`config.mk`:
```
export PLATFORM = sky130hd
export DESIGN_NAME = pcg_top
export DESIGN_NICKNAME = d
export VERILOG_FILES = /design/src/logic/pcg_pkg.sv /design/src/logic/pcg_fault_check.sv /design/src/logic/pcg_gate_reg.sv /design/src/logic/pcg_top.sv
export SDC_FILE = /design/constraint.sdc
export NUM_CORES = 1
export LEC_CHECK = 0
export BUFFER_PORTS_ARGS = -buffer_cell sky130_fd_sc_hd__buf_4
export CAP_MARGIN = 20
export CELL_PAD_IN_SITES_DETAIL_PLACEMENT = 0
export CELL_PAD_IN_SITES_GLOBAL_PLACEMENT = 1
export CORE_ASPECT_RATIO = 0.6
export CORE_MARGIN = 2
export CORE_UTILIZATION = 26
export CTS_CLUSTER_SIZE = 20
export DETAILED_ROUTE_END_ITERATION = 8
export HOLD_SLACK_MARGIN = 0.06
export PLACE_DENSITY = 0.76
export SYNTH_ARGS = -nofsm -noshare
export SYNTH_HDL_FRONTEND = slang
export SYNTH_HIERARCHICAL = 1
export SYNTH_SLANG_ARGS = --single-unit
```
`constraint.sdc`:
```
create_clock -name clock -period 2.1 [get_ports clock]
set_clock_uncertainty 0.15 [all_clocks]
set_input_delay 0.63 -clock clock [delete_from_list [all_inputs] [get_ports clock]]
set_output_delay 0.63 -clock clock [all_outputs]
set_load 0.01 [all_outputs]
```
`src/logic/pcg_pkg.sv`:
```
// package: address map, field layout and modes of the port clock gating block
package pcg_pkg;

   // number of gated ports
   localparam int NPORT = 3;

   // address map
   localparam logic [31:0] SYSCTL_BASE = 32'h400F_E000;
   localparam logic [11:0] RUN_GATE_OFF = 12'h108;
   localparam logic [11:0] SLEEP_GATE_OFF = 12'h118;
   localparam logic [11:0] DEEP_GATE_OFF = 12'h128;
   localparam logic [11:0] RUN_CFG_OFF = 12'h200;

   // gating register bank index
   localparam logic [1:0] BANK_RUN = 2'h0;
   localparam logic [1:0] BANK_SLEEP = 2'h1;
   localparam logic [1:0] BANK_DEEP = 2'h2;
   localparam int NBANK = 3;

   // field positions
   localparam int FIRST_PORT_CLOCK_ENABLE = 0;
   localparam int SECOND_PORT_CLOCK_ENABLE = 1;
   localparam int THIRD_PORT_CLOCK_ENABLE = 2;
   localparam int AUTOMATIC_GATING_SELECT = 0;
   localparam int CFG_W = 1;

   // reset values
   localparam logic [31:0] GATE_RESET = 32'h0000_0000;
   localparam logic [31:0] CFG_RESET = 32'h0000_0000;
   localparam logic [31:0] READ_ZERO = 32'h0000_0000;

   // power mode, one-hot
   typedef enum logic [2:0] {
      MODE_RUN = 3'h1,
      MODE_SLEEP = 3'h2,
      MODE_DEEP = 3'h4
   } pcg_mode_t;

endpackage

```
`src/logic/pcg_fault_check.sv`:
```
// module: checks each port access against the port's current clock enable
module pcg_fault_check
   import pcg_pkg::*;
(
   // clock and reset
   input wire logic clock,
   input wire logic rst_b,
   // access request and port clock enables
   input wire logic acc_req,
   input wire logic [1:0] acc_idx,
   input wire logic [NPORT-1:0] clk_en,
   // result
   output logic fault_reg,
   output logic ok_reg
);

   logic clocked;

   //////////////////////////////////////////////////////////////////////////
   // an index past the last port counts as unclocked
   always_comb begin
      clocked = 1'b0;
      if (32'(acc_idx) < NPORT) begin
         clocked = clk_en[acc_idx];
      end
   end

   always_ff @(posedge clock or negedge rst_b) begin
      if (!rst_b) begin
         fault_reg <= 1'b0;
         ok_reg <= 1'b0;
      end else begin
         fault_reg <= acc_req && !clocked;
         ok_reg <= acc_req && clocked;
      end
   end

endmodule

```
`src/logic/pcg_gate_reg.sv`:
```
// module: software register holding only its implemented low bits
module pcg_gate_reg
   import pcg_pkg::*;
#(
   parameter int W = NPORT,
   parameter logic [31:0] RESET_VAL = GATE_RESET
) (
   // clock and reset
   input wire logic clock,
   input wire logic rst_b,
   // write port
   input wire logic wr_en,
   input wire logic [31:0] wdata,
   // stored value
   output logic [W-1:0] value_reg
);

   //////////////////////////////////////////////////////////////////////////
   // upper write data is dropped so the unused bits stay zero
   always_ff @(posedge clock or negedge rst_b) begin
      if (!rst_b) begin
         value_reg <= RESET_VAL[W-1:0];
      end else if (wr_en) begin
         value_reg <= wdata[W-1:0];
      end
   end

endmodule

```
`src/logic/pcg_top.sv`:
```
// module: port clock gating for run, sleep and deep-sleep with apb registers
module pcg_top
   import pcg_pkg::*;
(
   // clock and reset
   input wire logic clock,
   input wire logic rst_b,
   // apb slave
   input wire logic psel,
   input wire logic penable,
   input wire logic pwrite,
   input wire logic [31:0] paddr,
   input wire logic [31:0] pwdata,
   output logic [31:0] prdata,
   output logic pready,
   output logic pslverr,
   // power mode requests from the core
   input wire logic sleep_req,
   input wire logic deep_sleep_req,
   // port access from the bus fabric
   input wire logic port_acc_req,
   input wire logic [1:0] port_acc_idx,
   // port clock enables and status
   output logic [NPORT-1:0] port_clk_en,
   output logic [2:0] power_mode,
   output logic port_bus_fault,
   output logic port_acc_ok
);

   //////////////////////////////////////////////////////////////////////////
   // address decode helpers

   function automatic logic addr_hit(input logic [31:0] addr,
                                     input logic [11:0] off);
      addr_hit = (addr == (SYSCTL_BASE + {20'h0_0000, off}));
   endfunction

   function automatic logic [11:0] bank_off(input int bank);
      logic [11:0] off;
      off = RUN_GATE_OFF;
      if (bank == int'(BANK_SLEEP)) begin
         off = SLEEP_GATE_OFF;
      end else if (bank == int'(BANK_DEEP)) begin
         off = DEEP_GATE_OFF;
      end
      return off;
   endfunction

   //////////////////////////////////////////////////////////////////////////
   // apb handshake: one wait-free access phase, answer registered at setup

   logic setup;
   logic access;
   logic wr_take;
   logic [NBANK-1:0] gate_wr;
   logic cfg_wr;
   logic [NPORT-1:0] gate_val [NBANK];
   logic [CFG_W-1:0] cfg_val;
   logic [31:0] rdata_next;
   logic mapped_next;

   assign setup = psel && !penable;
   assign access = psel && penable && pready;
   assign wr_take = access && pwrite;

   always_comb begin
      rdata_next = READ_ZERO;
      mapped_next = 1'b1;
      if (addr_hit(paddr, RUN_GATE_OFF)) begin
         rdata_next[NPORT-1:0] = gate_val[BANK_RUN];
      end else if (addr_hit(paddr, SLEEP_GATE_OFF)) begin
         rdata_next[NPORT-1:0] = gate_val[BANK_SLEEP];
      end else if (addr_hit(paddr, DEEP_GATE_OFF)) begin
         rdata_next[NPORT-1:0] = gate_val[BANK_DEEP];
      end else if (addr_hit(paddr, RUN_CFG_OFF)) begin
         rdata_next[CFG_W-1:0] = cfg_val;
      end else begin
         mapped_next = 1'b0;
      end
   end

   always_ff @(posedge clock or negedge rst_b) begin
      if (!rst_b) begin
         pready <= 1'b0;
      end else begin
         pready <= setup;
      end
   end

   // unused bits above the port enables stay zero in the read word
   always_ff @(posedge clock or negedge rst_b) begin
      if (!rst_b) begin
         prdata <= READ_ZERO;
      end else if (setup && !pwrite) begin
         prdata <= rdata_next;
      end else if (access) begin
         prdata <= READ_ZERO;
      end
   end

   always_ff @(posedge clock or negedge rst_b) begin
      if (!rst_b) begin
         pslverr <= 1'b0;
      end else if (setup) begin
         pslverr <= !mapped_next;
      end else begin
         pslverr <= 1'b0;
      end
   end

   //////////////////////////////////////////////////////////////////////////
   // gating registers: run, sleep, deep-sleep

   genvar gi;
   generate
      for (gi = 0; gi < NBANK; gi++) begin : g_bank
         assign gate_wr[gi] = wr_take && addr_hit(paddr, bank_off(gi));
         pcg_gate_reg #(
            .W(NPORT),
            .RESET_VAL(GATE_RESET)
         ) u_gate (
            .clock(clock),
            .rst_b(rst_b),
            .wr_en(gate_wr[gi]),
            .wdata(pwdata),
            .value_reg(gate_val[gi])
         );
      end
   endgenerate

   assign cfg_wr = wr_take && addr_hit(paddr, RUN_CFG_OFF);

   pcg_gate_reg #(
      .W(CFG_W),
      .RESET_VAL(CFG_RESET)
   ) u_cfg (
      .clock(clock),
      .rst_b(rst_b),
      .wr_en(cfg_wr),
      .wdata(pwdata),
      .value_reg(cfg_val)
   );

   //////////////////////////////////////////////////////////////////////////
   // power mode selection

   logic automatic_gating_select;
   pcg_mode_t mode_reg;
   pcg_mode_t mode_next;
   logic [NPORT-1:0] clk_en_next;

   assign automatic_gating_select = cfg_val[AUTOMATIC_GATING_SELECT];

   // deep-sleep outranks sleep when both are requested
   always_comb begin
      mode_next = MODE_RUN;
      if (automatic_gating_select && deep_sleep_req) begin
         mode_next = MODE_DEEP;
      end else if (automatic_gating_select && sleep_req) begin
         mode_next = MODE_SLEEP;
      end
   end

   always_ff @(posedge clock or negedge rst_b) begin
      if (!rst_b) begin
         mode_reg <= MODE_RUN;
      end else begin
         mode_reg <= mode_next;
      end
   end

   always_comb begin
      case (mode_next)
         MODE_SLEEP: begin
            clk_en_next = gate_val[BANK_SLEEP];
         end
         MODE_DEEP: begin
            clk_en_next = gate_val[BANK_DEEP];
         end
         default: begin
            clk_en_next = gate_val[BANK_RUN];
         end
      endcase
   end

   // enables leave one flop only, so the external gate cell sees a clean
   // level that changes once per cycle and never mid-pulse
   always_ff @(posedge clock or negedge rst_b) begin
      if (!rst_b) begin
         port_clk_en <= GATE_RESET[NPORT-1:0];
      end else begin
         port_clk_en <= clk_en_next;
      end
   end

   assign power_mode = mode_reg;

   //////////////////////////////////////////////////////////////////////////
   // bus fault on access to a gated port

   pcg_fault_check u_fault (
      .clock(clock),
      .rst_b(rst_b),
      .acc_req(port_acc_req),
      .acc_idx(port_acc_idx),
      .clk_en(port_clk_en),
      .fault_reg(port_bus_fault),
      .ok_reg(port_acc_ok)
   );

   //////////////////////////////////////////////////////////////////////////
   // assertions

   logic [NPORT-1:0] run_gate;
   logic [NPORT-1:0] sleep_gate;
   logic [NPORT-1:0] deep_gate;
   logic idx_in_range;
   logic gate_wr_any;

   assign run_gate = gate_val[BANK_RUN];
   assign sleep_gate = gate_val[BANK_SLEEP];
   assign deep_gate = gate_val[BANK_DEEP];
   assign idx_in_range = 32'(port_acc_idx) < NPORT;
   // a register write reaches the enables two edges later
   assign gate_wr_any = |gate_wr;

   a_sleep_select: assert property (
      @(posedge clock) disable iff (!rst_b)
      automatic_gating_select && sleep_req && !deep_sleep_req
      |=> port_clk_en == $past(sleep_gate) && mode_reg == MODE_SLEEP
   ) else $error("sleep mode did not use the sleep gating register");

   a_deep_select: assert property (
      @(posedge clock) disable iff (!rst_b)
      automatic_gating_select && deep_sleep_req
      |=> port_clk_en == $past(deep_gate) && mode_reg == MODE_DEEP
   ) else $error("deep-sleep mode did not use the deep gating register");

   a_acg_gates: assert property (
      @(posedge clock) disable iff (!rst_b)
      !automatic_gating_select |=> mode_reg == MODE_RUN && port_clk_en == $past(run_gate)
   ) else $error("sleep gating applied without automatic gating select");

   a_fault_gated: assert property (
      @(posedge clock) disable iff (!rst_b)
      port_acc_req && (!idx_in_range || !port_clk_en[port_acc_idx])
      |=> port_bus_fault && !port_acc_ok
   ) else $error("access to an unclocked port gave no bus fault");

   a_clocked_ok: assert property (
      @(posedge clock) disable iff (!rst_b)
      port_acc_req && idx_in_range && port_clk_en[port_acc_idx]
      |=> port_acc_ok && !port_bus_fault
   ) else $error("access to a clocked port was faulted");

   a_gated_off: assert property (
      @(posedge clock) disable iff (!rst_b)
      mode_next == MODE_DEEP
      |=> (port_clk_en & ~$past(deep_gate)) == GATE_RESET[NPORT-1:0]
   ) else $error("clock left running for a port gated off");

   a_reset_zero: assert property (
      @(posedge clock)
      !rst_b |=> sleep_gate == GATE_RESET[NPORT-1:0]
         && deep_gate == GATE_RESET[NPORT-1:0]
   ) else $error("gating registers not zero after reset");

   a_sleep_write: assert property (
      @(posedge clock) disable iff (!rst_b)
      wr_take && addr_hit(paddr, SLEEP_GATE_OFF)
      |=> sleep_gate == $past(pwdata[NPORT-1:0])
   ) else $error("sleep gating register write not stored");

   a_deep_write: assert property (
      @(posedge clock) disable iff (!rst_b)
      wr_take && addr_hit(paddr, DEEP_GATE_OFF)
      |=> deep_gate == $past(pwdata[NPORT-1:0])
   ) else $error("deep gating register write not stored");

   a_reserved_zero: assert property (
      @(posedge clock) disable iff (!rst_b)
      access && !pwrite |-> prdata[31:NPORT] == READ_ZERO[31:NPORT]
   ) else $error("reserved gating bits read nonzero");

   a_run_select: assert property (
      @(posedge clock) disable iff (!rst_b)
      mode_next == MODE_RUN |=> port_clk_en == $past(run_gate)
   ) else $error("run mode did not use the run gating register");

   a_clean_switch: assert property (
      @(posedge clock) disable iff (!rst_b)
      $changed(port_clk_en) |-> $changed(mode_reg)
         || $past(gate_wr_any, 2)
   ) else $error("clock enable moved without mode change or write");

endmodule
```
=== Word level (Yosys, flattened, before mapping) ===
Index checks and enable logic that the tools add are counted.

* Input bits: 74
* Register bits: 52
* Logic and storage cells: 55

* Magnitude comparators: 2
* Reduce and logical (&&, ||, !) cells: 18
* Equal/unequal tests: 6
* Muxes and demuxes: 18

{| class="wikitable"
|+ Operator list
! operator !! count
|-
| 32-bit by 31-bit == test with 1-bit output, second input constant || 4
|-
| 32-bit 2-to-1 mux || 2
|-
| 1-bit logical AND || 13
|-
| 1-bit 2-to-1 mux || 9
|-
| 3-bit 2-to-1 mux || 3
|-
| 3-bit case mux with 2 select lines || 1
|-
| 1-bit logical NOT || 4
|-
| 2-bit 2-to-1 mux || 2
|-
| 3-bit by 2-bit == test with 1-bit output, second input constant || 1
|-
| 3-bit == test, second input constant || 1
|-
| 2-bit by 3-bit less-than comparator with 1-bit output, second input constant || 1
|-
| 1-bit binary-select mux with 2-bit select || 1
|-
| 2-bit less-than comparator, second input constant || 1
|-
| 2-bit nonzero test || 1
|}

=== Longest topological paths before layout ===
* Depth in word-level cells: 7
* Depth in mapped cells: 5
* Mapped depth without buffers: 5

=== Cells and area by module ===
Netlist, hierarchy kept.

{| class="wikitable"
|+ By module, submodules not included
! module !! cells an instance !! area each (µm²) !! instances
|-
| pcg_top || 100 || 922.1 || 1
|-
| pcg_gate_reg (g_bank[0].u_gate ...) || 6 || 108.9 || 3
|-
| pcg_fault_check || 8 || 93.8 || 1
|-
| pcg_gate_reg (u_cfg) || 2 || 40.0 || 1
|}

=== Least setup slack after synthesis ===
Ideal clock, no wire load.

* Path type: in2reg
* From: input port paddr[2]
* To: register g_bank[2].u_gate.value_reg[0]
* Arrival time: 2163 ps
* Path buffers: 0
* Slack: -337 ps
* Cell stages on the path: 5
* Data required time: 1825 ps
* Path through: and4bb_2 > nand4_1 > or2_4 > nor4b_1 > mux2_2

* Word-level cells in the longest chain between the ends: 2

{| class="wikitable"
|+ RTL lines
! what !! RTL line !! text
|-
| start, declared || pcg_top.sv:12 || <nowiki>input wire logic [31:0] paddr,</nowiki>
|-
| 32-bit by 31-bit == test with 1-bit output || pcg_top.sv:35 || <nowiki>addr_hit = (addr == (SYSCTL_BASE + {20'h0_0000, off}));</nowiki>
|-
| 1-bit logical AND || pcg_top.sv:117 || <nowiki>assign gate_wr[gi] = wr_take && addr_hit(paddr, bank_off(gi));</nowiki>
|-
| net gate_wr[2] || pcg_top.sv:55 || <nowiki>logic [NBANK-1:0] gate_wr;</nowiki>
|-
| end signal, assigned || pcg_gate_reg.sv:22 || <nowiki>value_reg <= RESET_VAL[W-1:0];</nowiki>
|-
| end signal, assigned || pcg_gate_reg.sv:24 || <nowiki>value_reg <= wdata[W-1:0];</nowiki>
|-
| end, declared || pcg_gate_reg.sv:15 || <nowiki>output logic [W-1:0] value_reg</nowiki>
|}

The timed path passes the listed nets, and every way through them passes these cells.
A chain may end at the register's enable or synchronous reset.

=== Final worst setup path ===
* From: input port paddr[26]
* To: register g_bank[1].u_gate.value_reg[2]

* Word-level cells in the longest chain between the ends: 2

{| class="wikitable"
|+ RTL lines
! what !! RTL line
|-
| 32-bit by 31-bit == test with 1-bit output || pcg_top.sv:35
|-
| 1-bit logical AND || pcg_top.sv:117
|-
| net gate_wr[1] || pcg_top.sv:55
|-
| end signal, assigned || pcg_gate_reg.sv:22
|-
| end signal, assigned || pcg_gate_reg.sv:24
|-
| end, declared || pcg_gate_reg.sv:15
|}

The timed path passes the listed nets, and every way through them passes these cells.

==> results by stage <==
Status:
- The flow ran to the end, but the final reports show violations.
- The checks that failed: setup timing.

Global route:
- Global routing consumed, over all layers together, approximately an eighth of the routing resources.
- The first global-routing pass estimated 5620 um of wire.
- The maximum number of pins on one net before global-route repair is 24.
- The number of antenna violations at the first check in global routing came to 0.
- Summed over all layers, the global routing overflow is 0.
- The via count of the first global-routing pass came to about 1,100.

Worst setup path:
- The critical path required time is 2.11 ns.
- The element type at the critical path start is an input pin.
- Traced cell by cell, the critical path runs through buf_6 > and4bb_2 > nand4_1 > or2_4 > buf_6 > nor4_4 > buf_4 > mux2_4.
- Of all nets on the critical path, the largest fanout is 5.
- The critical path is of the input pin to flop type.
- The cell type group with the largest total delay on the critical path is simple AND/OR/NAND/NOR gates.
- The delay of the slowest critical-path stage is ~0.32 ns.
- The cell that appears most often on the critical path is sky130_fd_sc_hd__buf_6.
- The critical path arrival is approximately 2.2 ns.
- The worst setup path is captured at a flop.
- Counting both buffers and inverters, the worst setup path holds a total of 3.
- The library cell contributing the largest single delay on the critical path is sky130_fd_sc_hd__or2_4.

Logic synthesis:
- The largest total area in the synthesized netlist belongs to sky130_fd_sc_hd__dfrtp_1.
- The synthesized-area fraction occupied by ao, oa, aoi and oai cells is roughly 11%.
- The most common cell in the netlist is sky130_fd_sc_hd__buf_4.
- After synthesis, the netlist uses 35 different library cells.
- The summed instance area of the synthesized netlist is 1380 um^2.
- By count the netlist is led by sky130_fd_sc_hd__buf_4, sky130_fd_sc_hd__dfrtp_1, sky130_fd_sc_hd__mux2_2, sky130_fd_sc_hd__a22o_1, sky130_fd_sc_hd__nand2_1.
- The synthesized design contains 0 enable-type register cells.
- The xor and xnor fraction of the mapped netlist area is 0%.
- The Yosys step of the flow raised 6 warnings.
- The proportion of netlist area held by the largest area contributor is 39.8%.
- The most used flip-flop cell after synthesis is sky130_fd_sc_hd__dfrtp_1.
- The basic-gate share of the synthesized area counting and, or, nand and nor cells is between 15 and 20%.
- Of all flip-flops after synthesis, the portion carrying an async set or reset was 100%.
- Of the post-synthesis cell area, the part taken by muxes is 10.6%.
- The gate count of the mapped netlist is ~130.
- The share of synthesized cell area in full adder, half adder and majority cells is 0%.
- Sequential cells were found to cover 41.7% of the synthesized design area.
- The number of synthesized register bits is 23.
- After synthesis, the largest family of logic cells by area is simple AND/OR/NAND/NOR gates.
- The average instance in the mapped netlist occupies 10.8 um^2.
- By area the synthesized netlist is led by sky130_fd_sc_hd__dfrtp_1, sky130_fd_sc_hd__buf_4, sky130_fd_sc_hd__mux2_2.

STA:
- The final count of pins violating max slew is 0.
- Setup repair after global routing could not meet its margin everywhere.
- The tightest hold margin is 0.0887 ns.
- The final hold violation count is 0.
- Once routing completed, OpenROAD measured the worst setup slack at -0.0419 ns.
- For this run, the top clock speed supported by timing is about 470 MHz.
- The worst path uses 102% of the clock period.
- The post-route minimum period is between 2 and 2.5 ns.
- The setup-violating endpoint count in the final report is 6.

Clock tree:
- The total clock buffers created by CTS is 3.
- The number of H-tree branching levels is 1.
- The later pin in the worst-skew pair is clocked with a latency of 0.27 ns.
- The register clock-pin slew on the reported worst setup and hold paths is 0.08 ns.
- The tree is rooted in a sky130_fd_sc_hd__clkbuf_8.
- The TritonCTS clock tree is yes.
- The maximum root-to-sink buffer count is 2.
- The number of sinks driven by the clock tree is 23.

Routing:
- The first detailed-routing pass took 4 iterations.
- The final route contains 1,145 vias.
- The total DRC errors in the routed layout is 0.
- The routed wire length is 3580 um.
- The count of nets left with antenna violations once routing finished came out at 0.
- The detailed router finished its first iteration with 28 violations.
- Dividing the detail-routed wire length by the instance count gives 13.0 um.
- The via density per instance is around 4.2.

Power:
- The switching power is 0.224 mW.
- The design internal power is roughly 0.67 mW.
- Power spread over the standard cell area amounts to 423 nW/um^2.
- The power share of the combinational group is about a fifth.
- The overall power is between 0.8 and 0.9 mW.
- The relative contribution of sequential cells to total power is 50.1%.
- IR analysis of the VDD net gives a maximum drop of approximately 0.00020 V.
- The switching portion of total power is 25.1%.
- Summed over all cells, the static leakage comes to ~1.0 nW.
- Per report_power, the clock group accounts for 31.2% of the total.

Floorplan:
- The floorplan step defined a die boundary enclosing 5940 um^2.
- The floorplan step set the die height to 60.5 um.
- From left edge to right edge, the die measures 98.1 um.
- The core region is 5100 um^2.
- The initial cell density of the core is 27.1%.
- The floorplan has 20 rows.
- The number of I/O pins is between 100 and 150.

Min path:
- The worst hold path class is input pin to asynchronous set/reset pin.

Layout:
- Counting the fill cells in the layout gives 517.
- The number of antenna diodes in the final layout is 0.
- The number of flip-flops under the largest register name is 9.
- The final layout net count is 284.
- The finished cells cover 2110 um^2.
- The layout cell share with drive strength beyond 1 is around half.
- The signed area change from the synthesized netlist to the final layout is 52.4%.
- The number of standard cells in the layout, taps in and fillers out is between 200 and 300.

Place:
- Buffers placed on the I/O ports in this run total 57.
- After detailed placement, the total cell area comes to roughly 1900 um^2.
- After legalization and detailed placement, the total HPWL measured ~2900 um.
- The placer's final routability congestion estimate is 0.747.
- The worst setup timing slack at the placement stage is -0.351 ns.
- The placed instance count is 266.

Run:
- The tool flagged a number of max-cap violations equal to 0.
kinds of logic after synthesis:
kind of cell / count (synthesis)
AO/OA/AOI/OAI: 20
buffers and inverters: 31
flip-flops: 23
multiplexers: 13
other: 1
AND/OR/NAND/NOR: 40
placed cells by master (no fill, tap or decap), types with 4 or more instances in the layout:
cell type,count
sky130_fd_sc_hd__a22o_1,6
sky130_fd_sc_hd__a32o_1,4
sky130_fd_sc_hd__buf_4,69
sky130_fd_sc_hd__buf_6,10
sky130_fd_sc_hd__conb_1,29
sky130_fd_sc_hd__dfrtp_1,22
sky130_fd_sc_hd__mux2_4,10
sky130_fd_sc_hd__nand2_1,5
sky130_fd_sc_hd__nand2b_1,4
sky130_fd_sc_hd__nor2b_1,4
sky130_fd_sc_hd__o21ai_0,4
final timing paths:
path / end / cells after the start / slack, ns / from
max: g_bank[1].u_gate/value_reg[2]$_DFFE_PN0P_ / 8 / -0.04 / paddr[26]
min: prdata[1]$_DFFE_PN0P_ / 1 / 0.09 / rst_b
max reg2reg: g_bank[2].u_gate/value_reg[1]$_DFFE_PN0P_ / 5 / 0.49 / pready$_DFF_PN0_
min reg2reg: prdata[0]$_DFFE_PN0P_ / 1 / 0.36 / prdata[0]$_DFFE_PN0P_
max in group asynchronous: power_mode[0]$_DFF_PN1_ / 1 / 1.43 / rst_b
min in group clock: prdata[0]$_DFFE_PN0P_ / 1 / 0.36 / prdata[0]$_DFFE_PN0P_
layer usage:
| metal | global-route usage [%] | part of all wire (%) |
|---|---|---|
| met1 | 17.6 | 51 |
| met2 | 18.1 | 41 |
| met3 | 4.49 | 7.0 |
| met4 | 2.35 | 0.59 |
| met5 | 0 | 0 |
power by group through the flow:
stage | clock (mW) | sequential (mW) | combinational [mW]
final | 0.278 | 0.447 | 0.167
after global routing | 0.315 | 0.447 | 0.182
after CTS | 0.292 | 0.447 | 0.164
after detailed placement | 0 | 0.456 | 0.158
after global placement | 0 | 0.456 | 0.156
after floorplan | 0 | 0.457 | 0.0900
layout make-up:
type / count / area (um^2) / share of cell area, %
inverters: 1 / 3.75 / 0.178
clock buffers: 3 / 41.3 / 1.96
repair buffers: 79 / 631 / 29.9
clock inverters: 1 / 5.00 / 0.238
multi-input cells: 102 / 767 / 36.4
well taps: 66 / 82.6 / 3.92
flip-flops and latches: 23 / 577 / 27.4
metrics by stage:
step           utilization [%]  TNS [ns]
6_report                  41.3    -0.148
5_1_grt                   41.3    -0.587
4_1_cts                   40.6    -0.194
3_5_place_dp              38.2     -3.30
3_3_place_gp              38.2     -3.23
2_1_floorplan                -    -0.660
timing repair:
item | CTS | global route
setup endpoints to repair | 7 | 13
hold buffers | 0 | 0
pin swaps | 5 | 3
gates cloned | 0 | 0
setup buffers | 4 | 1
resized for setup | 13 | 5
Power figures use the tool's default switching activity.
